File: src/common/fov_pkg.sv
// Shared constants and types for the upstream failover controller.
// Assumes a 125 MHz core clock and byte addresses on the register port.
package fov_pkg;
  // Register byte addresses
  localparam logic [11:0] OFS_STATUS = 12'h228;
  localparam logic [11:0] OFS_CONTROL = 12'h22C;
  localparam logic [11:0] OFS_TIMER = 12'h230;
  localparam logic [11:0] OFS_IRQ_STATUS = 12'h234;
  localparam logic [11:0] OFS_IRQ_CLEAR = 12'h238;
  localparam logic [11:0] OFS_IRQ_ENABLE = 12'h23C;
  // Status field positions
  localparam int ST_MODE = 0;
  localparam int ST_DONE = 1;
  localparam int ST_START = 2;
  // Control field positions
  localparam int CT_SEL = 0;
  localparam int CT_SIG = 1;
  localparam int CT_TIM = 2;
  localparam int CT_SWAPDL = 3;
  localparam int CT_INDL = 4;
  localparam int CT_OUTDL = 5;
  localparam int CT_INPROP = 6;
  localparam int CT_OUTPROP = 7;
  localparam int CT_TOP = 7;
  // Interrupt bit positions
  localparam int IRQ_START = 0;
  localparam int IRQ_DONE = 1;
  // Boot switch modes that select the swapped association
  localparam logic [3:0] SWMODE_SWAP_LO = 4'h5;
  localparam logic [3:0] SWMODE_SWAP_HI = 4'h6;
  // Reset values
  localparam logic [7:0] CTL_RESET = 8'h00;
  localparam logic [31:0] TIMER_RESET = 32'h00000000;
  // Watchdog tick: one microsecond of core clock
  localparam int CLK_MHZ = 125;
  localparam int TICK_US = 1;
  localparam int TICK_CYCLES = TICK_US * CLK_MHZ;
  localparam int PRE_W = 7;
  localparam logic [PRE_W-1:0] TICK_LAST = PRE_W'(TICK_CYCLES - 1);
  // Default length of one port swap in core cycles
  localparam logic [7:0] DEF_SWAP_CYCLES = 8'h10;

  typedef enum logic [1:0] {
    FS_BOOT = 2'b00,
    FS_IDLE = 2'b01,
    FS_SWAP = 2'b10
  } fov_state_type;

  // Sticky flag update: a set in the clearing cycle wins
  function automatic logic fov_sticky(input logic flag, input logic set, input logic clr);
    fov_sticky = set | (flag & ~clr);
  endfunction : fov_sticky
endpackage : fov_pkg

File: src/common/fov_wdog_if.sv
// Link between the failover controller and its watchdog counter.
// Assumes both ends share one clock.
interface fov_wdog_if;
  logic load;
  logic [31:0] load_val;
  logic [31:0] count;
  logic expire;
  modport ctrl (output load, output load_val, input count, input expire);
  modport wdog (input load, input load_val, output count, output expire);
endinterface : fov_wdog_if

File: src/design/fov_ctrl.sv
// Upstream port failover controller: registers, swap sequencing, interrupt.
// Assumes a 125 MHz core clock, synchronous inputs and a one-cycle
// strobed register port with read data in the following cycle.
module fov_ctrl
  import fov_pkg::*;
#(
  parameter logic [7:0] SWAP_CYCLES = DEF_SWAP_CYCLES
) (
  // Clock and reset
  input wire logic clk,
  input wire logic rst,
  // Register port
  input wire logic [11:0] addr,
  input wire logic [31:0] wr_data,
  input wire logic wr_en,
  input wire logic rd_en,
  output logic [31:0] rd_data,
  // Boot strap and swap request
  input wire logic [3:0] boot_switch_mode,
  input wire logic swap_request_input,
  // Hot reset causes
  input wire logic up_link_down,
  input wire logic br_link_down,
  input wire logic up_hot_rx,
  input wire logic br_hot_rx,
  // Gated hot resets
  output logic up_hot_reset,
  output logic br_hot_reset,
  // Port association and progress
  output logic current_port_mode,
  output logic swap_busy,
  // Interrupt
  output logic irq
);
  typedef struct packed {
    fov_state_type state;
    logic cur_mode;
    logic port_mode_select;
    logic target;
    logic [CT_TOP:1] ctl;
    logic mode_change_done;
    logic mode_change_started;
    logic [1:0] irq_status;
    logic [1:0] irq_enable;
    logic [7:0] swap_cnt;
    logic [31:0] rd_data;
  } fov_ctrl_state_type;

  fov_ctrl_state_type r;
  fov_ctrl_state_type next_r;

  fov_wdog_if wd_if ();

  logic wr_status;
  logic wr_control;
  logic wr_irq_clear;
  logic wr_irq_enable;
  logic busy;
  logic sel_view;
  logic sw_go;
  logic sig_go;
  logic tim_go;
  logic go;
  logic go_mode;
  logic start_ev;
  logic done_ev;
  logic [CT_TOP:0] ctl_full;

  // Write decode
  assign wr_status = wr_en && (addr == OFS_STATUS);
  assign wr_control = wr_en && (addr == OFS_CONTROL);
  assign wr_irq_clear = wr_en && (addr == OFS_IRQ_CLEAR);
  assign wr_irq_enable = wr_en && (addr == OFS_IRQ_ENABLE);
  assign busy = (r.state == FS_SWAP);
  assign ctl_full = {r.ctl, sel_view};

  // Select reads the written value only while a swap is running
  assign sel_view = busy ? r.port_mode_select : r.cur_mode;

  // Swap triggers; a software write has priority over the others
  assign sw_go = wr_control && (wr_data[CT_SEL] != r.cur_mode);
  assign sig_go = r.ctl[CT_SIG] && (swap_request_input != r.cur_mode);
  assign tim_go = r.ctl[CT_TIM] && wd_if.expire;
  assign go = (r.state == FS_IDLE) && (sw_go || sig_go || tim_go);
  assign go_mode = sw_go ? wr_data[CT_SEL] : ~r.cur_mode;

  // Watchdog loads straight from the register port
  assign wd_if.load = wr_en && (addr == OFS_TIMER);
  assign wd_if.load_val = wr_data;

  // Next-state logic for the whole controller
  always_comb begin
    next_r = r;
    start_ev = 1'b0;
    done_ev = 1'b0;

    // Control writes; a select change mid-swap is not guarded
    if (wr_control) begin
      next_r.port_mode_select = wr_data[CT_SEL];
      next_r.ctl = wr_data[CT_TOP:1];
    end
    if (wr_irq_enable) begin
      next_r.irq_enable = wr_data[1:0];
    end

    // Swap sequencing
    case (r.state)
      FS_BOOT: begin
        // Strap is caught on the first edge after reset release
        next_r.cur_mode = (boot_switch_mode == SWMODE_SWAP_LO)
          || (boot_switch_mode == SWMODE_SWAP_HI);
        next_r.port_mode_select = next_r.cur_mode;
        next_r.target = next_r.cur_mode;
        next_r.state = FS_IDLE;
      end
      FS_IDLE: begin
        if (go) begin
          start_ev = 1'b1;
          next_r.target = go_mode;
          next_r.port_mode_select = go_mode;
          next_r.swap_cnt = SWAP_CYCLES - 8'h01;
          next_r.state = FS_SWAP;
        end
      end
      FS_SWAP: begin
        if (r.swap_cnt == 8'h00) begin
          done_ev = 1'b1;
          next_r.cur_mode = r.target;
          next_r.port_mode_select = r.target;
          next_r.state = FS_IDLE;
        end else begin
          next_r.swap_cnt = r.swap_cnt - 8'h01;
        end
      end
      default: begin
        next_r.state = FS_IDLE;
      end
    endcase

    // Sticky flags; hardware set beats a same-cycle clear
    next_r.mode_change_done = fov_sticky(r.mode_change_done, done_ev,
      wr_status && wr_data[ST_DONE]);
    next_r.mode_change_started = fov_sticky(r.mode_change_started, start_ev,
      wr_status && wr_data[ST_START]);
    next_r.irq_status[IRQ_START] = fov_sticky(r.irq_status[IRQ_START], start_ev,
      wr_irq_clear && wr_data[IRQ_START]);
    next_r.irq_status[IRQ_DONE] = fov_sticky(r.irq_status[IRQ_DONE], done_ev,
      wr_irq_clear && wr_data[IRQ_DONE]);

    // Read data stand only in the cycle after the strobe
    next_r.rd_data = 32'h00000000;
    if (rd_en) begin
      case (addr)
        OFS_STATUS: begin
          next_r.rd_data[ST_MODE] = r.cur_mode;
          next_r.rd_data[ST_DONE] = r.mode_change_done;
          next_r.rd_data[ST_START] = r.mode_change_started;
        end
        OFS_CONTROL: begin
          next_r.rd_data[CT_TOP:0] = ctl_full;
        end
        OFS_TIMER: begin
          next_r.rd_data = wd_if.count;
        end
        OFS_IRQ_STATUS: begin
          next_r.rd_data[1:0] = r.irq_status;
        end
        OFS_IRQ_ENABLE: begin
          next_r.rd_data[1:0] = r.irq_enable;
        end
        default: begin
          // Clear register and unmapped addresses read zero
          next_r.rd_data = 32'h00000000;
        end
      endcase
    end
  end

  // State register; rst is the fundamental reset, so sticky fields
  // are untouched by any hot reset this block gates
  always_ff @(posedge clk or posedge rst) begin
    if (rst) begin
      r <= '{state: FS_BOOT, cur_mode: 1'b0, port_mode_select: 1'b0,
             target: 1'b0, ctl: CTL_RESET[CT_TOP:1], mode_change_done: 1'b0,
             mode_change_started: 1'b0, irq_status: 2'b00, irq_enable: 2'b00,
             swap_cnt: 8'h00, rd_data: 32'h00000000};
    end else begin
      r <= next_r;
    end
  end

  // Watchdog counter
  fov_wdog u_wdog (
    .clk(clk),
    .rst(rst),
    .wd(wd_if.wdog)
  );

  // Hot reset gating follows the control bits live
  fov_hrst u_hrst (
    .clk(clk),
    .rst(rst),
    .ctl(ctl_full),
    .busy(busy),
    .up_link_down(up_link_down),
    .br_link_down(br_link_down),
    .up_hot_rx(up_hot_rx),
    .br_hot_rx(br_hot_rx),
    .up_hot_reset(up_hot_reset),
    .br_hot_reset(br_hot_reset)
  );

  // Outputs
  assign rd_data = r.rd_data;
  assign current_port_mode = r.cur_mode;
  assign swap_busy = busy;
  assign irq = |(r.irq_status & r.irq_enable);
endmodule : fov_ctrl

File: src/design/fov_hrst.sv
// Hot reset gating for the upstream and bridge ports.
// Assumes event inputs are one-cycle pulses in the core clock domain.
module fov_hrst
  import fov_pkg::*;
(
  // Clock and reset
  input wire logic clk,
  input wire logic rst,
  // Control
  input wire logic [CT_TOP:0] ctl,
  input wire logic busy,
  // Reset causes
  input wire logic up_link_down,
  input wire logic br_link_down,
  input wire logic up_hot_rx,
  input wire logic br_hot_rx,
  // Gated hot resets
  output logic up_hot_reset,
  output logic br_hot_reset
);
  typedef struct packed {
    logic up;
    logic br;
  } fov_hrst_state_type;

  fov_hrst_state_type r;
  fov_hrst_state_type next_r;
  logic swap_mask;

  // Link-down resets caused by a swap are masked only while one runs
  always_comb begin
    swap_mask = ctl[CT_SWAPDL] & busy;
    next_r.up = (up_link_down & ~ctl[CT_INDL] & ~swap_mask)
      | (up_hot_rx & ~ctl[CT_INPROP]);
    next_r.br = (br_link_down & ~ctl[CT_OUTDL] & ~swap_mask)
      | (br_hot_rx & ~ctl[CT_OUTPROP]);
  end

  // State register
  always_ff @(posedge clk or posedge rst) begin
    if (rst) begin
      r <= '{up: 1'b0, br: 1'b0};
    end else begin
      r <= next_r;
    end
  end

  assign up_hot_reset = r.up;
  assign br_hot_reset = r.br;
endmodule : fov_hrst

File: src/design/fov_wdog.sv
// Microsecond watchdog counter for the failover controller.
// Assumes a 125 MHz clock; loads come from the register port.
module fov_wdog
  import fov_pkg::*;
(
  // Clock and reset
  input wire logic clk,
  input wire logic rst,
  // Controller side
  fov_wdog_if.wdog wd
);
  typedef struct packed {
    logic [PRE_W-1:0] pre;
    logic [31:0] count;
    logic expire;
  } fov_wdog_state_type;

  fov_wdog_state_type r;
  fov_wdog_state_type next_r;
  logic tick;

  // Prescale to microseconds and count down to zero
  always_comb begin
    next_r = r;
    tick = (r.pre == TICK_LAST);
    next_r.pre = tick ? '0 : r.pre + 1'b1;
    next_r.expire = 1'b0;
    if (wd.load) begin
      // Restart the prescaler so the first step is a full microsecond
      next_r.count = wd.load_val;
      next_r.pre = '0;
    end else if (tick && r.count != 32'h00000000) begin
      next_r.count = r.count - 32'h00000001;
      next_r.expire = (r.count == 32'h00000001);
    end
  end

  // State register
  always_ff @(posedge clk or posedge rst) begin
    if (rst) begin
      r <= '{pre: '0, count: TIMER_RESET, expire: 1'b0};
    end else begin
      r <= next_r;
    end
  end

  assign wd.count = r.count;
  assign wd.expire = r.expire;
endmodule : fov_wdog

File: config.mk
export PLATFORM = sky130hd
export DESIGN_NAME = fov_ctrl
export DESIGN_NICKNAME = d
export VERILOG_FILES = /design/src/common/fov_pkg.sv /design/src/common/fov_wdog_if.sv /design/src/design/fov_ctrl.sv /design/src/design/fov_hrst.sv /design/src/design/fov_wdog.sv
export SDC_FILE = /design/constraint.sdc
export NUM_CORES = 1
export LEC_CHECK = 0
export ABC_AREA = 0
export BUFFER_PORTS_ARGS = -buffer_cell sky130_fd_sc_hd__buf_2
export CORE_MARGIN = 1
export CORE_UTILIZATION = 44
export DETAILED_ROUTE_END_ITERATION = 8
export PLACE_DENSITY = 0.75
export SLEW_MARGIN = 20
export SYNTH_ARGS = -nofsm -noshare
export SYNTH_HDL_FRONTEND = slang
export SYNTH_HIERARCHICAL = 1
export SYNTH_SLANG_ARGS = --single-unit
File: constraint.sdc
create_clock -name clk -period 3 [get_ports clk]
set_clock_uncertainty 0.15 [all_clocks]
set_input_delay 0.3 -clock clk [delete_from_list [all_inputs] [get_ports clk]]
set_output_delay 0.3 -clock clk [all_outputs]
set_load 0.01 [all_outputs]
==> results of run 1 <==
-- what timing repair did --
| item | CTS | global route |
|---|---|---|
| hold buffers | 1 | 0 |
| hold endpoints to repair | 37 | 0 |
| setup buffers | 0 | 0 |
-- cell families after synthesis --
kind of cell	Yosys count	share of synthesized area
buffers and inverters	109	0.116
AOI/OAI and AO/OA	104	0.130
xor gates and xnor gates	35	0.0540
DFF	100	0.441
muxes	16	0.0315
adders and majority gates	10	0.0220
and+or+nand+nor	206	0.205
-- cell usage after synthesis (all sizes together), types with 10 or more instances --
master,n
and2,25
buf,67
clkbuf,21
dfrtp,100
ha,10
inv,20
mux2,15
nand2,51
nand3,10
nand4,10
nor2,22
nor3,19
nor4,19
o21ai,37
or4,10
xnor2,12
xor2,23
-- path summary, 6_finish.rpt --
| check | end | start | slack [ns] |
|---|---|---|---|
| max in group asynchronous | u_wdog/wd.count[24]$_DFFE_PP0P_ | rst | 1.40 |
| min in group asynchronous | u_hrst/up_hot_reset$_DFF_PP0_ | rst | 0.23 |
| hold reg to reg | r[32]$_DFFE_PP0P_ | r[32]$_DFFE_PP0P_ | 0.35 |
| setup reg to reg | u_wdog/wd.count[27]$_DFFE_PP0P_ | u_wdog/wd.count[8]$_DFFE_PP0P_ | 0.24 |
| setup / recovery | u_wdog/wd.count[27]$_DFFE_PP0P_ | u_wdog/wd.count[8]$_DFFE_PP0P_ | 0.24 |
| hold / removal | u_wdog/wd.count[12]$_DFFE_PP0P_ | wr_data[12] | 0.01 |
-- registers in the layout (all words and copies together), names as in the netlist --
register / flops
current_port_mode: 1
u_wdog/wd.expire: 1
ctl_full: 7
rd_data: 32
u_hrst/br_hot_reset: 1
r: 18
u_wdog/wd.count: 32
u_hrst/up_hot_reset: 1
u_wdog/r: 7
-- metrics by stage --
stage	setup WS [ns]	hold WS, ns	power [W]	std cells	utilization
CTS	0.232	0.00217	0.00316	793	0.494
global route	0.140	0.0111	0.00328	793	0.494
detailed placement	0.310	0.0388	0.00195	776	0.469
global placement	0.374	0.0357	0.00193	776	0.469
floorplan	0.451	-0.109	0.00184	580	-
finish	0.236	0.0132	0.00314	793	0.494
-- per-layer routing --
layer,up-vias,part of all wire
li1,2061,-
met5,-,0
met1,2105,0.46
met3,19,0.052
met2,135,0.47
met4,0,0.018
-- report_power, final --
| part | leakage [nW] | total (W) | internal [W] | switching [W] |
|---|---|---|---|---|
| clock network | 0.154 | 0.00121 | 0.000679 | 0.000533 |
| registers | 1.19 | 0.00151 | 0.00142 | 0.0000886 |
| logic | 1.29 | 0.000418 | 0.000187 | 0.000232 |
| total | 2.64 | 0.00314 | 0.00229 | 0.000854 |
-- critical path: stages, from the launching register on --
cell	delay, ns
dfrtp_1	0.46
or4_4	0.62
or4_4	0.58
a2111oi_2	0.42
xor2_1	0.13
mux2_2	0.28
-- layout make-up --
class	count	area [sq um]	area share
well taps	172	215	0.0345
repair buffers	113	618	0.0991
inverters	21	78.8	0.0126
multi-input cells	371	2520	0.403
clock buffers	10	239	0.0383
flip-flops and latches	100	2500	0.401
clock inverters	6	70.1	0.0112
==> metrics.md, run 1 <==
| Metric | Value |
|---|---|
| Most common cell after layout, fill and taps aside | dfrtp_1 |
| CTS tree | yes |
| Most Used Layer, Global Route | met2 |
| Share of cells above drive strength 1 | 0.269 |
| Die Y | 116 um |
| Half-perimeter wire length after placement | 9300 um |
| Arrival time at the worst endpoint | ~2.8 ns |
| Max-cap violations | 0 |
| Status | complete, no violations |
| Yosys warning total | 6 |
| Nets | 683 |
| Peak VDD IR | 0.000283 V |
| Vias in the first global route | about 4,200 |
| GR Overflow Total | 0 |
| Final wirelength | 12,600 um |
| Worst Reg-to-Reg Cells | 5 |
| WP data required | 3.08 ns |
| Asr flop ratio synth | 1.00 |
| Primary FF master, synth | dfrtp_1 |
| Layout fillers | 1,153 |
| Synth area leaders | dfrtp_1 44%, buf_4 8.5%, xor2_1 3.5% |
| Core Box Area | 12,600 sq um |
| Synthesis-to-layout area growth | 9.92% |
| Largest net degree at the start of global routing | 42 |
| Class of the most critical setup path | register to register |
| Synth Register Bits | 100 |
| Post-Layout Inst Area | 6240 sq um |
| H-tree depth | 3 |
| Avg Inst Size Synth | 9.79 sq um |
| Post-synth design cell area | 5680 sq um |
| F_max | 362 MHz |
| Clock sink count | 100 |
| Most frequent cells in the layout | 100 x dfrtp_1, 93 x buf_2, 50 x nand2_1 |
| DRT antenna net count | 0 |
| Register area share after synthesis | 0.441 |
| Sum Neg Setup Slack | 0 ns |
| Hold Path Cell Cnt | 3 |
| PwrDens | 504 nW/um^2 |
| Diodes inserted | 0 |
| Yosys top cell area share | 0.441 |
| Violation count after the first detailed-route iteration | about 360 |
| Residual DRC | 0 |
| Met2 Use GR | 0.311 |
| Area leader, netlist | dfrtp_1 |
| Period utilisation layout | 0.921 |
| RSZ-0062 raised after global routing | no |
| LEAKAGE | around 2.6 nW |
| Met3 Resource Use GR | 0.0382 |
| CP Max Fanout | 7 |
| TritonRoute pass-1 iters | 5 |
| Post-synth EDFFs | 0 |
| Worst skew pair latency | about 0.35 ns |
| Met1 Resource Use GR | 0.259 |
| First-pass GRT wire length | 20,200 um |
| Crit. End Element | register |
| # resized after CTS | 0 |
| Initial antenna violation count | 0 |
| DIE AREA | 13,400 sq um |
| Worst Hold Class | primary input to register |
| Routed via count | 4,320 |
| Placed cell area | 5920 sq um |
| Via density | ~5.4 |
| Std cell rows | 41 |
| Final Hold Fails | 0 |
| Starting density of the core | 0.450 |
| Final Slew Violations | 0 |
| DR WL/cell | 16.0 um |
| CP Launch Type | register |
| Cells after Synth | 580 |
| Total I/O pin count | 94 |
| Tightest Pin Transition | ~0.77 ns |
| Final setup vio count | 0 |
| Rel. slew slack | 0.489 |
| Routability Congestion | a little under 0.9 |
| Syn nets | roughly 650 |
| Number of port buffers | 93 |
| Reg clk slew, reported paths | 0.07 ns |
| Num CTS Buffers | 9 |
| GR Util All Layers | 0.193 |
| Yosys cell types | 66 |
| Horiz. Die Dim | 116 um |
| Root Buffer | clkbuf_16 |
| Clock Tree Buf Depth | 2 |
| Final Critical Period | 2.76 ns |
(Power assumes the default switching activity.)
==> run 2: changes to the inputs <==
CTS_BUF_LIST = sky130_fd_sc_hd__clkbuf_4   (was unset)
==> metrics.md, run 2 (synthesis results as in run 1) <==
| Metric | Value |
|---|---|
| Worst skew pair latency | around 0.47 ns |
| Starting density of the core | 0.450 |
| Worst path cell trace | or4_4 -> nor4_2 -> o2111ai_1 -> or4_1 -> a31oi_1 |
| Num CTS Buffers | 9 |
| Die Y | 116 um |
| Routability Congestion | 0.876 |
| CTS tree | yes |
| Horiz. Die Dim | 116 um |
| Arrival time at the worst endpoint | 3.01 ns |
| Routed via count | 4,459 |
| Via density | ~5.4 |
| Rel. slew slack | 0.482 |
| Final Slew Violations | 0 |
| Tightest Pin Transition | 0.776 ns |
| Most common cell after layout, fill and taps aside | dfrtp_1 |
| RSZ-0062 raised after global routing | no |
| GR Util All Layers | 0.198 |
| Tot Pwr | 0.00271 W |
| Final Hold Fails | 0 |
| DRT antenna net count | 0 |
| Final Critical Period | 2.76 ns |
| Synthesis-to-layout area growth | 13.5% |
| # resized after CTS | 0 |
| Setup Buffers After CTS | 0 |
| Half-perimeter wire length after placement | roughly 9300 um |
| Share of cells above drive strength 1 | 0.252 |
| Sum Neg Setup Slack | 0 ns |
| DIE AREA | approximately 13,000 sq um |
| Critical Path Max Stage Delay | 0.62 ns |
| PwrDens | 421 nW/um^2 |
| H-tree depth | 3 |
| Residual DRC | 0 |
| Total I/O pin count | 94 |
| Class of the most critical setup path | register to register |
| Peak VDD IR | about 0.00019 V |
| Max-cap violations | 0 |
| Clock sink count | 100 |
| WP data required | roughly 3.3 ns |
| Clock Tree Buf Depth | 2 |
| Status | complete, no violations |
| Reg clk slew, reported paths | 0.16 ns |
| CP Launch Type | register |
| Largest net degree at the start of global routing | 42 |
| CP max-delay cell | or4_4 |
| Number of port buffers | 93 |
| CP Max Fanout | 7 |
| Worst Hold Class | primary input to register |
| Hold buffer count at CTS | 37 |
| First-pass GRT wire length | 20,700 um |
| LEAKAGE | 2.71 nW |
| F_max | 362 MHz |
| Std cell rows | 41 |
| Final setup vio count | 0 |
| DR WL/cell | roughly 16 um |
| Crit. End Element | register |
| GR Overflow Total | 0 |
| Most frequent cells in the layout | 100 x dfrtp_1, 93 x buf_2, 50 x nand2_1 |
| TritonRoute pass-1 iters | 5 |
| Initial antenna violation count | 0 |
| Vias in the first global route | 4,337 |
| Final wirelength | roughly 13,000 um |
| Violation count after the first detailed-route iteration | between 300 and 400 |
| Period utilisation layout | 0.920 |
| Core Box Area | 12,600 sq um |
| Nets | 720 |
| Root Buffer | clkbuf_4 |
[run 2: cell types whose count changed in the layout (fill, tap and decap cells not counted)]
cell / delta
clkbuf_16: -9
clkbuf_4: +9
clkbuf_8: -1
clkinv_1: +1
diode_2: +1
dlygate4sd3_1: +37
[run 2: metrics by stage]
step / setup slack [ns] / instance area [sq um] / hold slack (ns) / cells / utilization
6_report: 0.241 / 6440 / 0.0561 / 831 / 0.511
3_3_place_gp: 0.374 / 5920 / 0.0357 / 776 / 0.469
5_1_grt: 0.126 / 6440 / 0.0276 / 830 / 0.511
4_1_cts: 0.281 / 6430 / 0.00141 / 829 / 0.510
3_5_place_dp: 0.310 / 5920 / 0.0388 / 776 / 0.469
2_1_floorplan: 0.451 / 5680 / -0.109 / 580 / -
[run 2: worst max-delay path: cells and delay by family (launching register included)]
kind	cells	cell delay (ns)
compound gates	2	0.45
flops	1	0.49
simple gates	3	1.60
[run 2: worst paths after layout]
check / startpoint / to / slack [ns] / cells after the start
max: u_wdog/wd.count[8]$_DFFE_PP0P_ / u_wdog/wd.count[31]$_DFFE_PP0P_ / 0.24 / 5
min: addr[2] / rd_data[0]$_DFF_PP0_ / 0.06 / 3
max reg2reg: u_wdog/wd.count[8]$_DFFE_PP0P_ / u_wdog/wd.count[31]$_DFFE_PP0P_ / 0.24 / 5
min reg2reg: r[32]$_DFFE_PP0P_ / r[32]$_DFFE_PP0P_ / 0.36 / 1
max in group asynchronous: rst / u_wdog/wd.count[7]$_DFFE_PP0P_ / 1.53 / 4
min in group asynchronous: rst / u_hrst/up_hot_reset$_DFF_PP0_ / 0.10 / 3
[run 2: layout make-up]
| cell class | instances | area [sq um] |
|---|---|---|
| Fill cell | 1133 | 6170 |
| Multi-Input combinational cell | 371 | 2520 |
| Sequential cell | 100 | 2500 |
| Timing Repair Buffer | 150 | 988 |
| Tap cell | 172 | 215 |
| Inverter | 21 | 78.8 |
| Clock inverter | 7 | 73.8 |
| Clock buffer | 9 | 67.6 |
| Antenna cell | 1 | 2.50 |
[run 2: per-layer routing]
metal	track usage	up-vias	share of wire
li1	-	2142	-
met1	0.260	2137	0.45
met2	0.323	160	0.48
met3	0.0439	20	0.054
met4	0.0658	0	0.013
met5	0	-	0
[run 2: report_power, final]
group          internal (W)  leakage, nW  total, W  switching [W]
Sequential          0.00142         1.19   0.00151      0.0000872
Combinational      0.000218         1.44  0.000459       0.000241
Clock              0.000261       0.0787  0.000743       0.000482
Total               0.00190         2.71   0.00271       0.000810
==> run 3: changes to the inputs <==
CORE_UTILIZATION = 58   (was 44)
PLACE_DENSITY = 0.93   (was 0.75)
SYNTH_HIERARCHICAL = unset   (was 1)
==> metrics.md, run 3 <==
| Metric | Value |
|---|---|
| Final Hold Fails | 0 |
| Most frequent cells in the layout | 100 x dfrtp_1, 93 x buf_2, 69 x nand2_1 |
| TritonRoute pass-1 iters | 5 |
| Residual DRC | 0 |
| # resized after CTS | 0 |
| GR Overflow Total | 0 |
| Fin cells | between 700 and 800 |
| Worst Hold Class | primary input to register |
| Avg Inst Size Synth | 9.60 sq um |
| Arrival time at the worst endpoint | 2.82 ns |
| Final setup vio count | 0 |
| F_max | between 300 and 400 MHz |
| Asr flop ratio synth | 1.00 |
| Total I/O pin count | 94 |
| Status | complete, no violations |
| Synth Register Bits | 100 |
| Count leader, synth | dfrtp_1 |
| GR Util All Layers | 0.273 |
| H-tree depth | 3 |
| Crit. End Element | register |
| Max-cap violations | 0 |
| CP Max Fanout | 11 |
| Post-synth EDFFs | 0 |
| Tightest Pin Transition | 0.778 ns |
| Hold buffer count at CTS | 37 |
| Hold endpoint | r[45]$_DFF_PP0_ |
| Clock Tree Buf Depth | 2 |
| Area leader, netlist | dfrtp_1 |
| First-pass GRT wire length | 19,400 um |
| Final Slew Violations | 0 |
| Yosys top cell area share | 0.484 |
| Placed cell count | 687 |
| Vias in the first global route | approximately 4,300 |
| WP data required | 3.18 ns |
| Yosys warning total | 0 |
| Worst skew pair latency | ~0.45 ns |
| Class of the most critical setup path | register to register |
| Setup Buffers After CTS | 0 |
| FF/Latch Area | around 2500 sq um |
| Syn nets | 602 |
| CTS tree | yes |
| Register area share after synthesis | 0.484 |
| Multi-input gate area | 2240 sq um |
| Num CTS Buffers | 9 |
| Synth area leaders | dfrtp_1 48%, nand2_1 5.0%, buf_4 4.7% |
| Worst Reg-to-Reg Cells | 6 |
| Die Y | 96.4 um |
| DRT antenna net count | 0 |
| DR WL/cell | 16.6 um |
| Period utilisation layout | 0.879 |
| Synthesis-to-layout area growth | 16.1% |
| Routed via count | 4,366 |
| Half-perimeter wire length after placement | 8110 um |
| Number of port buffers | slightly above 90 |
| Nets | approximately 690 |
| Peak VDD IR | 0.000270 V |
| Hold Path Cell Cnt | 3 |
| Initial antenna violation count | 0 |
| Root Buffer | clkbuf_4 |
| Starting density of the core | 0.595 |
| Reg2reg setup slack | 0.36 ns |
| PwrDens | 431 nW/um^2 |
| Reg2reg end | u_wdog.wd.count[29]$_DFFE_PP0P_ |
| Routability Congestion | 0.840 |
| LEAKAGE | between 2 and 3 nW |
| DIE AREA | about 9300 sq um |
| Diodes inserted | 0 |
| Primary FF master, synth | dfrtp_1 |
| Post-synth design cell area | 5160 sq um |
| Final Critical Period | around 2.6 ns |
| Reg clk slew, reported paths | between 0.15 and 0.2 ns |
| Clock sink count | 100 |
| Largest net degree at the start of global routing | between 60 and 70 |
| Std cell rows | 34 |
| Core Box Area | 8680 sq um |
| Layout fillers | 606 |
| Final wirelength | roughly 12,000 um |
| Cells after Synth | 538 |
| Most common cell after layout, fill and taps aside | dfrtp_1 |
| Critical R2R Launch | u_wdog.wd.count[10]$_DFFE_PP0P_ |
| Horiz. Die Dim | between 90 and 100 um |
| CP Launch Type | register |
| RSZ-0062 raised after global routing | no |
| Share of cells above drive strength 1 | 0.206 |
| Hold path startpoint | wr_en |
| Yosys cell types | 48 |
| Rel. slew slack | 0.480 |
| Violation count after the first detailed-route iteration | between 200 and 300 |
| Finished Core Util | 0.691 |
| Via density | 5.91 |
| Sum Neg Setup Slack | 0 ns |
| Synth top cells by count | 100 x dfrtp_1, 69 x nand2_1, 39 x nor2_1, 32 x buf_4, 29 x and3_1 |
==> run 3: how the worst max path moves through the flow <==
stage | depth (start not counted) | slack (ns) | endpoint | startpoint
6_report | 6 | 0.36 | u_wdog.wd.count[29]$_DFFE_PP0P_ | u_wdog.wd.count[10]$_DFFE_PP0P_
5_1_grt | 6 | 0.26 | u_wdog.wd.count[29]$_DFFE_PP0P_ | u_wdog.wd.count[10]$_DFFE_PP0P_
4_1_cts | 6 | 0.39 | u_wdog.wd.count[29]$_DFFE_PP0P_ | u_wdog.wd.count[8]$_DFFE_PP0P_
3_5_place_dp | 7 | 0.21 | u_wdog.r[37]$_DFF_PP0_ | addr[8]
3_3_place_gp | 7 | 0.29 | u_wdog.r[39]$_DFF_PP0_ | addr[8]
2_1_floorplan | 9 | 0.53 | u_wdog.wd.count[12]$_DFFE_PP0P_ | addr[8]
==> run 3: worst max-delay path: stages, from the launching register on <==
cell and delay (ns):
dfrtp_1 0.44, nor4_1 0.56, and4b_1 0.38, nand2_1 0.26, nor4b_1 0.44, xnor2_1 0.19, a21oi_1 0.10
==> run 3: through the flow <==
| stage | hold WS, ns | power, W | worst slack, ns | area (sq um) |
|---|---|---|---|---|
| floorplan | 0.262 | 0.00166 | 0.530 | 5170 |
| finish | 0.0279 | 0.00258 | 0.363 | 6000 |
| global route | 0.00969 | 0.00269 | 0.259 | 6000 |
| global placement | 0.309 | 0.00174 | 0.294 | 5470 |
| CTS | 0.00813 | 0.00258 | 0.389 | 6000 |
| detailed placement | 0.324 | 0.00177 | 0.207 | 5470 |
==> run 3: power by group <==
part           switching, W  internal (W)
Clock              0.000456      0.000335
Combinational      0.000160      0.000150
Sequential        0.0000690       0.00141
Total              0.000685       0.00190
==> run 3: final cells by class <==
| class | count | area share |
|---|---|---|
| well taps | 108 | 0.0225 |
| clock inverters | 6 | 0.0150 |
| inverters | 11 | 0.00751 |
| repair buffers | 137 | 0.152 |
| clock buffers | 9 | 0.0113 |
| flip-flops and latches | 100 | 0.417 |
| multi-input cells | 368 | 0.374 |
==> run 3: kinds of logic after synthesis <==
group           after synthesis  share of synthesized area
simple gates                242                      0.251
flops                       100                      0.484
compound gates               73                     0.0870
buf+inv                      70                     0.0809
xor+xnor                     42                     0.0712
fa+ha+maj                     7                     0.0170
mux                           4                    0.00872
==> run 3: per-layer routing <==
layer | wire length (um) | part of all wire | global-route usage
met1 | 4740 | 0.39 | 0.331
met2 | 6230 | 0.51 | 0.465
met3 | 903 | 0.074 | 0.0592
met4 | 406 | 0.033 | 0.129
met5 | 0 | 0 | 0
